[src/hdl/ett_pkg.sv]
// Shared constants and types for the edge trigger unit.
// Assumes a single 25 MHz core clock.
package ett_pkg;
  // ==========================================================
  // Sources
  localparam int NCH = 16;
  localparam int NSRC = 18;
  localparam int SRC_W = 5;
  localparam logic [4:0] SRC_AUX = 5'h10;
  localparam logic [4:0] SRC_MAINS = 5'h11;
  localparam int AMP_W = 8;
  localparam logic [7:0] THR_RST = 8'h80;
  // ==========================================================
  // Holdoff and timing
  localparam int PCT_W = 7;
  localparam logic [6:0] PCT_MAX = 7'h64;
  localparam logic [6:0] PCT_RST = 7'h00;
  localparam int CLK_NS = 40;
  localparam int HO_MIN_NS = 250;
  localparam int HO_MAX_NS = 12000000;
  localparam int HO_MIN_CYC = (HO_MIN_NS + CLK_NS - 1) / CLK_NS;
  localparam int HO_MAX_CYC = HO_MAX_NS / CLK_NS;
  localparam int AUTO_BASE_NS = 100000;
  localparam int AUTO_BASE_CYC = AUTO_BASE_NS / CLK_NS;
  localparam int CNT_W = 32;
  localparam int TB_W = 4;
  // ==========================================================
  // Enumerations
  typedef enum logic [0:0] {
    SLOPE_RISE = 1'b0,
    SLOPE_FALL = 1'b1
  } ett_slope_t;
  typedef enum logic [0:0] {
    MODE_AUTO = 1'b0,
    MODE_NORMAL = 1'b1
  } ett_mode_t;
  typedef enum logic [0:0] {
    ST_HOLDOFF = 1'b0,
    ST_ARMED = 1'b1
  } ett_state_t;
endpackage

[src/hdl/ett_thr_mem.sv]
// Per-source threshold store, one write port, two read ports.
// Assumes writes and addresses come from the core clock domain.
`timescale 1ns/1ps
module ett_thr_mem #(
  parameter int DEPTH = ett_pkg::NSRC,
  parameter int AW = ett_pkg::SRC_W,
  parameter int DW = ett_pkg::AMP_W
) (
  input wire logic core_clk_in,
  input wire logic arst_n_in,
  input wire logic wr_en_in,
  input wire logic [AW-1:0] wr_addr_in,
  input wire logic [DW-1:0] wr_data_in,
  input wire logic [AW-1:0] rd_a_addr_in,
  input wire logic [AW-1:0] rd_b_addr_in,
  output logic [DW-1:0] rd_a_data_out,
  output logic [DW-1:0] rd_b_data_out
);
  typedef struct packed {
    logic [DEPTH-1:0][DW-1:0] mem;
    logic [DW-1:0] rda;
    logic [DW-1:0] rdb;
  } ett_mem_st_t;

  ett_mem_st_t q;
  ett_mem_st_t d;

  // ==========================================================
  // Next state
  always_comb
  begin
    d = q;
    if (wr_en_in && (int'(wr_addr_in) < DEPTH))
    begin
      d.mem[wr_addr_in] = wr_data_in;
    end
    d.rda = (int'(rd_a_addr_in) < DEPTH) ? q.mem[rd_a_addr_in] : '0;
    d.rdb = (int'(rd_b_addr_in) < DEPTH) ? q.mem[rd_b_addr_in] : '0;
  end

  always_ff @(posedge core_clk_in or negedge arst_n_in)
  begin
    if (!arst_n_in)
    begin
      q.mem <= {DEPTH{DW'(ett_pkg::THR_RST)}};
      q.rda <= DW'(ett_pkg::THR_RST);
      q.rdb <= DW'(ett_pkg::THR_RST);
    end
    else
    begin
      q <= d;
    end
  end

  assign rd_a_data_out = q.rda;
  assign rd_b_data_out = q.rdb;
endmodule

[src/hdl/ett_top.sv]
// Edge trigger unit: main and delayed edge trigger paths.
// Assumes amplitudes arrive asynchronously; controls are core-clocked.
`timescale 1ns/1ps
module ett_top #(
  parameter int HO_MAX_CYC = ett_pkg::HO_MAX_CYC,
  parameter int AUTO_BASE_CYC = ett_pkg::AUTO_BASE_CYC
) (
  input wire logic core_clk_in,
  input wire logic arst_n_in,
  input wire logic [ett_pkg::NCH-1:0][ett_pkg::AMP_W-1:0] input_channel_sources_in,
  input wire logic [ett_pkg::AMP_W-1:0] aux_trig_level_in,
  input wire logic [ett_pkg::AMP_W-1:0] mains_frequency_source_in,
  input wire logic [ett_pkg::SRC_W-1:0] main_src_sel_in,
  input wire ett_pkg::ett_slope_t main_slope_in,
  input wire ett_pkg::ett_mode_t main_mode_in,
  input wire logic [ett_pkg::SRC_W-1:0] dly_src_sel_in,
  input wire ett_pkg::ett_slope_t dly_slope_in,
  input wire logic dly_arm_in,
  input wire logic [ett_pkg::TB_W-1:0] main_timebase_in,
  input wire logic main_tb_change_in,
  input wire logic holdoff_wr_in,
  input wire logic [ett_pkg::PCT_W-1:0] holdoff_pct_in,
  input wire logic thr_wr_in,
  input wire logic [ett_pkg::SRC_W-1:0] thr_wr_src_in,
  input wire logic [ett_pkg::AMP_W-1:0] thr_wr_data_in,
  input wire logic threshold_midpoint_command_in,
  output logic main_trig_out,
  output logic acq_start_out,
  output logic auto_acq_out,
  output logic dly_trig_out,
  output logic armed_out,
  output logic [ett_pkg::PCT_W-1:0] holdoff_pct_out
);
  localparam int NS = ett_pkg::NSRC;
  localparam int AW = ett_pkg::AMP_W;
  localparam int CW = ett_pkg::CNT_W;
  localparam logic [CW-1:0] HO_MIN = CW'(ett_pkg::HO_MIN_CYC);
  localparam logic [CW-1:0] HO_SPAN = CW'(HO_MAX_CYC - ett_pkg::HO_MIN_CYC);

  typedef struct packed {
    logic [NS-1:0][AW-1:0] s1;
    logic [NS-1:0][AW-1:0] s2;
    ett_pkg::ett_state_t st;
    logic [CW-1:0] ho_cnt;
    logic [CW-1:0] auto_cnt;
    logic [CW-1:0] ho_len;
    logic [ett_pkg::PCT_W-1:0] pct;
    logic m_above;
    logic m_prime;
    logic d_above;
    logic d_prime;
    logic [AW-1:0] pk_max;
    logic [AW-1:0] pk_min;
    logic [ett_pkg::SRC_W-1:0] pk_src;
    logic main_trig;
    logic acq;
    logic auto_acq;
    logic dly_trig;
  } ett_st_t;

  ett_st_t q;
  ett_st_t d;
  logic [AW-1:0] m_thr;
  logic [AW-1:0] d_thr;
  logic [AW-1:0] m_amp;
  logic [AW-1:0] d_amp;
  logic m_now;
  logic d_now;
  logic m_fire;
  logic d_fire;
  logic auto_fire;
  logic [CW-1:0] auto_lim;
  logic [AW-1:0] mid;
  logic mem_we;
  logic [ett_pkg::SRC_W-1:0] mem_wa;
  logic [AW-1:0] mem_wd;
  logic [CW+ett_pkg::PCT_W-1:0] prod;

  // ==========================================================
  // Shared threshold store
  ett_thr_mem #(
    .DEPTH(NS),
    .AW(ett_pkg::SRC_W),
    .DW(AW)
  ) u_thr (
    .core_clk_in(core_clk_in),
    .arst_n_in(arst_n_in),
    .wr_en_in(mem_we),
    .wr_addr_in(mem_wa),
    .wr_data_in(mem_wd),
    .rd_a_addr_in(main_src_sel_in),
    .rd_b_addr_in(dly_src_sel_in),
    .rd_a_data_out(m_thr),
    .rd_b_data_out(d_thr)
  );

  // ==========================================================
  // Source selection and crossing detection
  always_comb
  begin
    m_amp = (int'(main_src_sel_in) < NS) ? q.s2[main_src_sel_in] : '0;
    d_amp = (int'(dly_src_sel_in) < NS) ? q.s2[dly_src_sel_in] : '0;
    m_now = (m_amp >= m_thr);
    d_now = (d_amp >= d_thr);
    // Two consecutive samples, one on either side of the threshold, mark the crossing
    m_fire = (q.st == ett_pkg::ST_ARMED) && q.m_prime
      && (m_now != q.m_above)
      && (m_now == (main_slope_in == ett_pkg::SLOPE_RISE));
    d_fire = dly_arm_in && q.d_prime && (d_now != q.d_above)
      && (d_now == (dly_slope_in == ett_pkg::SLOPE_RISE));
    auto_lim = CW'(AUTO_BASE_CYC) << main_timebase_in;
    auto_fire = (q.st == ett_pkg::ST_ARMED) && !m_fire
      && (main_mode_in == ett_pkg::MODE_AUTO)
      && (q.auto_cnt >= auto_lim - 1'b1);
    mid = AW'(({1'b0, q.pk_max} + {1'b0, q.pk_min}) >> 1);
    mem_we = threshold_midpoint_command_in || thr_wr_in;
    mem_wa = threshold_midpoint_command_in ? main_src_sel_in : thr_wr_src_in;
    mem_wd = threshold_midpoint_command_in ? mid : thr_wr_data_in;
    prod = HO_SPAN * q.pct;
  end

  // ==========================================================
  // Next state
  always_comb
  begin
    d = q;
    d.s1 = {mains_frequency_source_in, aux_trig_level_in,
      input_channel_sources_in};
    d.s2 = q.s1;
    d.main_trig = 1'b0;
    d.acq = 1'b0;
    d.auto_acq = 1'b0;
    d.dly_trig = d_fire;
    // Holdoff percent; timebase change wins over a write
    if (main_tb_change_in)
    begin
      d.pct = ett_pkg::PCT_RST;
    end
    else if (holdoff_wr_in)
    begin
      d.pct = (holdoff_pct_in > ett_pkg::PCT_MAX) ? ett_pkg::PCT_MAX
        : holdoff_pct_in;
    end
    d.ho_len = HO_MIN + CW'(prod / 100);
    // Peak tracker for the midpoint level
    if (q.pk_src != main_src_sel_in)
    begin
      d.pk_src = main_src_sel_in;
      d.pk_max = m_amp;
      d.pk_min = m_amp;
    end
    else
    begin
      if (m_amp > q.pk_max)
      begin
        d.pk_max = m_amp;
      end
      if (m_amp < q.pk_min)
      begin
        d.pk_min = m_amp;
      end
    end
    d.m_above = m_now;
    d.d_above = d_now;
    d.d_prime = dly_arm_in;
    unique case (q.st)
      ett_pkg::ST_HOLDOFF:
      begin
        d.m_prime = 1'b0;
        d.auto_cnt = '0;
        if (q.ho_cnt <= 1)
        begin
          d.st = ett_pkg::ST_ARMED;
        end
        else
        begin
          d.ho_cnt = q.ho_cnt - 1'b1;
        end
      end
      ett_pkg::ST_ARMED:
      begin
        d.m_prime = 1'b1;
        d.auto_cnt = q.auto_cnt + 1'b1;
        if (m_fire || auto_fire)
        begin
          d.main_trig = m_fire;
          d.acq = 1'b1;
          d.auto_acq = auto_fire;
          d.st = ett_pkg::ST_HOLDOFF;
          d.ho_cnt = q.ho_len;
        end
      end
    endcase
  end

  always_ff @(posedge core_clk_in or negedge arst_n_in)
  begin
    if (!arst_n_in)
    begin
      q <= '0;
      q.st <= ett_pkg::ST_HOLDOFF;
      q.ho_cnt <= HO_MIN;
      q.ho_len <= HO_MIN;
      q.pct <= ett_pkg::PCT_RST;
    end
    else
    begin
      q <= d;
    end
  end

  assign main_trig_out = q.main_trig;
  assign acq_start_out = q.acq;
  assign auto_acq_out = q.auto_acq;
  assign dly_trig_out = q.dly_trig;
  assign armed_out = (q.st == ett_pkg::ST_ARMED);
  assign holdoff_pct_out = q.pct;

  logic [CW-1:0] ho_seen;
  logic [CW-1:0] ho_want;
  always_ff @(posedge core_clk_in or negedge arst_n_in)
  begin
    if (!arst_n_in)
    begin
      ho_seen <= '0;
      ho_want <= HO_MIN;
    end
    else
    begin
      ho_seen <= (q.st == ett_pkg::ST_HOLDOFF) ? ho_seen + 1'b1 : '0;
      ho_want <= armed_out ? q.ho_len : ho_want;
    end
  end
endmodule

[config.mk]
export PLATFORM = sky130hd
export DESIGN_NAME = ett_top
export DESIGN_NICKNAME = d
export VERILOG_FILES = /design/src/hdl/ett_pkg.sv /design/src/hdl/ett_thr_mem.sv /design/src/hdl/ett_top.sv
export SDC_FILE = /design/constraint.sdc
export NUM_CORES = 1
export LEC_CHECK = 0
export ABC_AREA = 1
export BUFFER_PORTS_ARGS = -buffer_cell sky130_fd_sc_hd__buf_2
export CAP_MARGIN = 0
export CORE_MARGIN = 2
export CORE_UTILIZATION = 45
export DETAILED_ROUTE_END_ITERATION = 7
export HOLD_SLACK_MARGIN = 0.12
export SYNTH_ARGS = -nofsm -noshare
export SYNTH_HDL_FRONTEND = slang
export SYNTH_SLANG_ARGS = --single-unit
export TNS_END_PERCENT = 20
[constraint.sdc]
create_clock -name core_clk_in -period 28.1 [get_ports core_clk_in]
set_clock_uncertainty 0.1 [all_clocks]
set_input_delay 5.62 -clock core_clk_in [delete_from_list [all_inputs] [get_ports core_clk_in]]
set_output_delay 5.62 -clock core_clk_in [all_outputs]
set_load 0.05 [all_outputs]
==> out/results.tsv <==
metric	value	unit
outcome	finished clean	
buffer depth of the longest clock path	3	
Total Neg Setup Slack	0	ps
actual slew at the worst max-slew pin	1084	ps
Max Freq	39.23	MHz
count of pins over their slew limit	0	
CP top delay family	simple AND/OR/NAND/NOR gates	
number of stages on the worst hold path	0	
drt total wl	135.3	mm
Reg clk slew, reported paths	60	ps
Cells after Synth	5686	
mux share of post-synthesis cell area	0.002120	
R2R depth	146	
Worst slew margin	0.2764	
number of vias after detailed routing	38370	
x dimension of the die	311.3	um
half-perimeter wire length after detailed placement	101.2	mm
RSZ-0062 raised after global routing	no	
core footprint	0.09347	mm^2
compound-gate portion of the synthesized area	0.1381	
worst-case register-to-register setup slack	2610	ps
Final period util	0.9072	
I/O pin total	200	
clock sinks	570	
class of the tightest hold or removal check	reg2reg	
critical path class	reg2reg	
share of cells above drive strength 1	0.1820	
vias per cell	5.420	
number of antenna-violating nets in the routed design	0	
Primary FF master, synth	dfrtp_1	
via count of the first global-routing pass	36650	
endpoint class of the critical path	flip-flop	
clock tree from TritonCTS	done	
proportion of register bits with asynchronous set or reset after synthesis	1.000	
area added between synthesis and finish	8.817	%
residual overflow from global routing	0	
Root Buffer Master	clkbuf_16	
final hold violation count	0	
destination of the worst hold path	q[259]	
GRT Util Overall	0.2778	
post-synthesis share of cell area spent on full adders, half adders and majority gates	0.05240	
wire length of the first global-routing pass	212.3	mm
fraction of synthesized cell area in xor and xnor cells	0.02649	
Maximum Capacitance Violations	0	
maximum number of pins on one net before global-route repair	169	
EDFF count, synth	0	
cell seen most often among critical-path stages	nand2_1	
post-synthesis simple-gate area fraction	0.3458	
synthesized area per cell	7.475	um^2
router iterations before antenna repair	6	
gp weighted congestion	0.9509	
effective utilization at floorplan	0.4547	
launch point of the worst hold path	d[259]	
highest cell delay on the worst timing path	740	ps
Cell Area, Synth	0.04250	mm^2
DRC	0	
row count	112	
Crit-path slowest cell	dfrtp_1	
number of hold-repair buffers added at the cts stage	0	
Setup Viol. Count Final	0	
number of library cell types mapped by synthesis	84	
I/O Buffers	199	
CTS H-tree depth	3	
type of origin of the critical path	flip-flop	
height of the die	311.3	um
routed length per instance	19.11	um
data required time of the critical path	28470	ps
clock buffers created by TritonCTS	68	
Final #Nets	6126	
Arr. time, crit path	25870	ps
FF-to-FF End	q[52]	
combinational family with the most area after synthesis	simple AND/OR/NAND/NOR gates	
detailed router's first-iteration violation count	3599	
Die Outline Area	0.09692	mm^2
yosys synthesis warning count	0	
startpoint of the lowest-slack register-to-register path	holdoff_pct_out[2]	
clock latency of the later-clocked register in the worst-skew pair	630	ps
post-layout minimum cycle time	25490	ps
part of the Yosys area used for sequential elements	0.3364	
post-synthesis register bit count	570	
number of buffer and inverter instances along the worst setup path	18	
maximum fanout encountered on the critical timing path	27	
number of antenna violations at the first check in global routing	7	
## registers in the layout, indices dropped and copies added, names as in the netlist
name,flops
dly_trig_out,1
main_trig_out,1
auto_acq_out,1
holdoff_pct_out,7
d,144
armed_out,1
q,254
u_thr.rd_b_data_out,8
u_thr.q,144
u_thr.rd_a_data_out,8
acq_start_out,1
## cell usage after synthesis, drive strengths merged (6+ instances only)
master	count	area, um^2
nand2	1529	7362
inv	662	2525
o21ai	576	2924
nor2	570	2723
dfrtp	544	13610
nand3	481	3058
a21oi	339	1719
clkbuf	156	636.9
ha	138	1727
nand4	128	874.6
xor2	101	907.1
buf	73	847.1
nor3	56	295.3
o211ai	34	260.3
clkinv	28	123.9
dfstp	26	683.2
fa	25	500.5
xnor2	25	219.0
o22ai	24	150.1
nand3b	20	161.4
nor4	14	87.58
a31oi	13	81.33
o21a	13	97.59
or2	10	62.56
a22oi	9	67.56
mux2i	9	90.09
a31o	8	70.07
o221ai	7	61.31
o32ai	7	61.31
a211oi	6	45.04
o21bai	6	45.04
o31ai	6	45.04
## kinds of logic (layout without fill, tap and decap cells)
group                      count (synthesis)  count (layout)
and+or+nand+nor                         2818            2818
AOI/OAI and AO/OA                       1076            1076
buffers and inverters                    923            1057
DFF                                      570             570
adders and majority gates                163             163
xor gates and xnor gates                 126             126
muxes                                      9               9
other                                      1               7
## repair_timing
item                                    4_1_cts  5_1_grt
buffers inserted                              0        0
gates resized for setup                       0        2
endpoints found under the setup margin        0        3
## how the worst max path moves through the flow
stage                                  start     to  cells after the start
final                     holdoff_pct_out[2]  q[52]                    146
after global placement    holdoff_pct_out[2]  q[52]                    148
after detailed placement  holdoff_pct_out[2]  q[52]                    148
after CTS                 holdoff_pct_out[2]  q[52]                    146
after floorplan           holdoff_pct_out[4]  q[54]                    155
after global routing      holdoff_pct_out[2]  q[52]                    148
## layout make-up
class	count	area (um^2)
diodes	2	5.005
clock buffers	89	1871
clock inverters	30	410.4
fillers	9365	47220
inverters	692	2673
multi-input cells	4197	24040
flip-flops and latches	570	14300
well taps	1254	1569
repair buffers	246	1384
## per-stage QoR
step,hold WS (ps),area (um^2),worst slack (ps),util,cells
6_report,228.5,46250,2608,0.4948,7080
5_1_grt,245.4,46250,176.5,0.4948,7080
4_1_cts,226.4,46240,2507,0.4947,7078
3_5_place_dp,234.7,43960,2558,0.4703,6959
3_3_place_gp,231.4,43960,3102,0.4703,6959
2_1_floorplan,231.2,42520,9526,-,5690
## cell usage in the layout, fill, tap and decap left out, drive strengths merged, types with 24 or more instances in the layout
master / n
dfstp: 26
buf: 246
a21oi: 339
o211ai: 34
nand4: 128
nor3: 56
nor2: 570
fa: 25
clkinv: 41
clkbuf: 89
nand2: 1529
inv: 668
o21ai: 576
o22ai: 24
xor2: 101
dfrtp: 544
ha: 138
xnor2: 25
nand3: 481
## routing by layer
metal	part of all wire	vias to the layer above	wire, um	track usage
met5	0	-	0	0
met4	0.038	0	5085	0.09969
met3	0.064	242	8599	0.03314
met2	0.46	1287	62680	0.4563
met1	0.44	18090	58930	0.3774
li1	-	18750	-	-
Power is left out: the tool's default activity adds up to more than one toggle a clock period on the data nets, which glitch-free logic cannot reach.
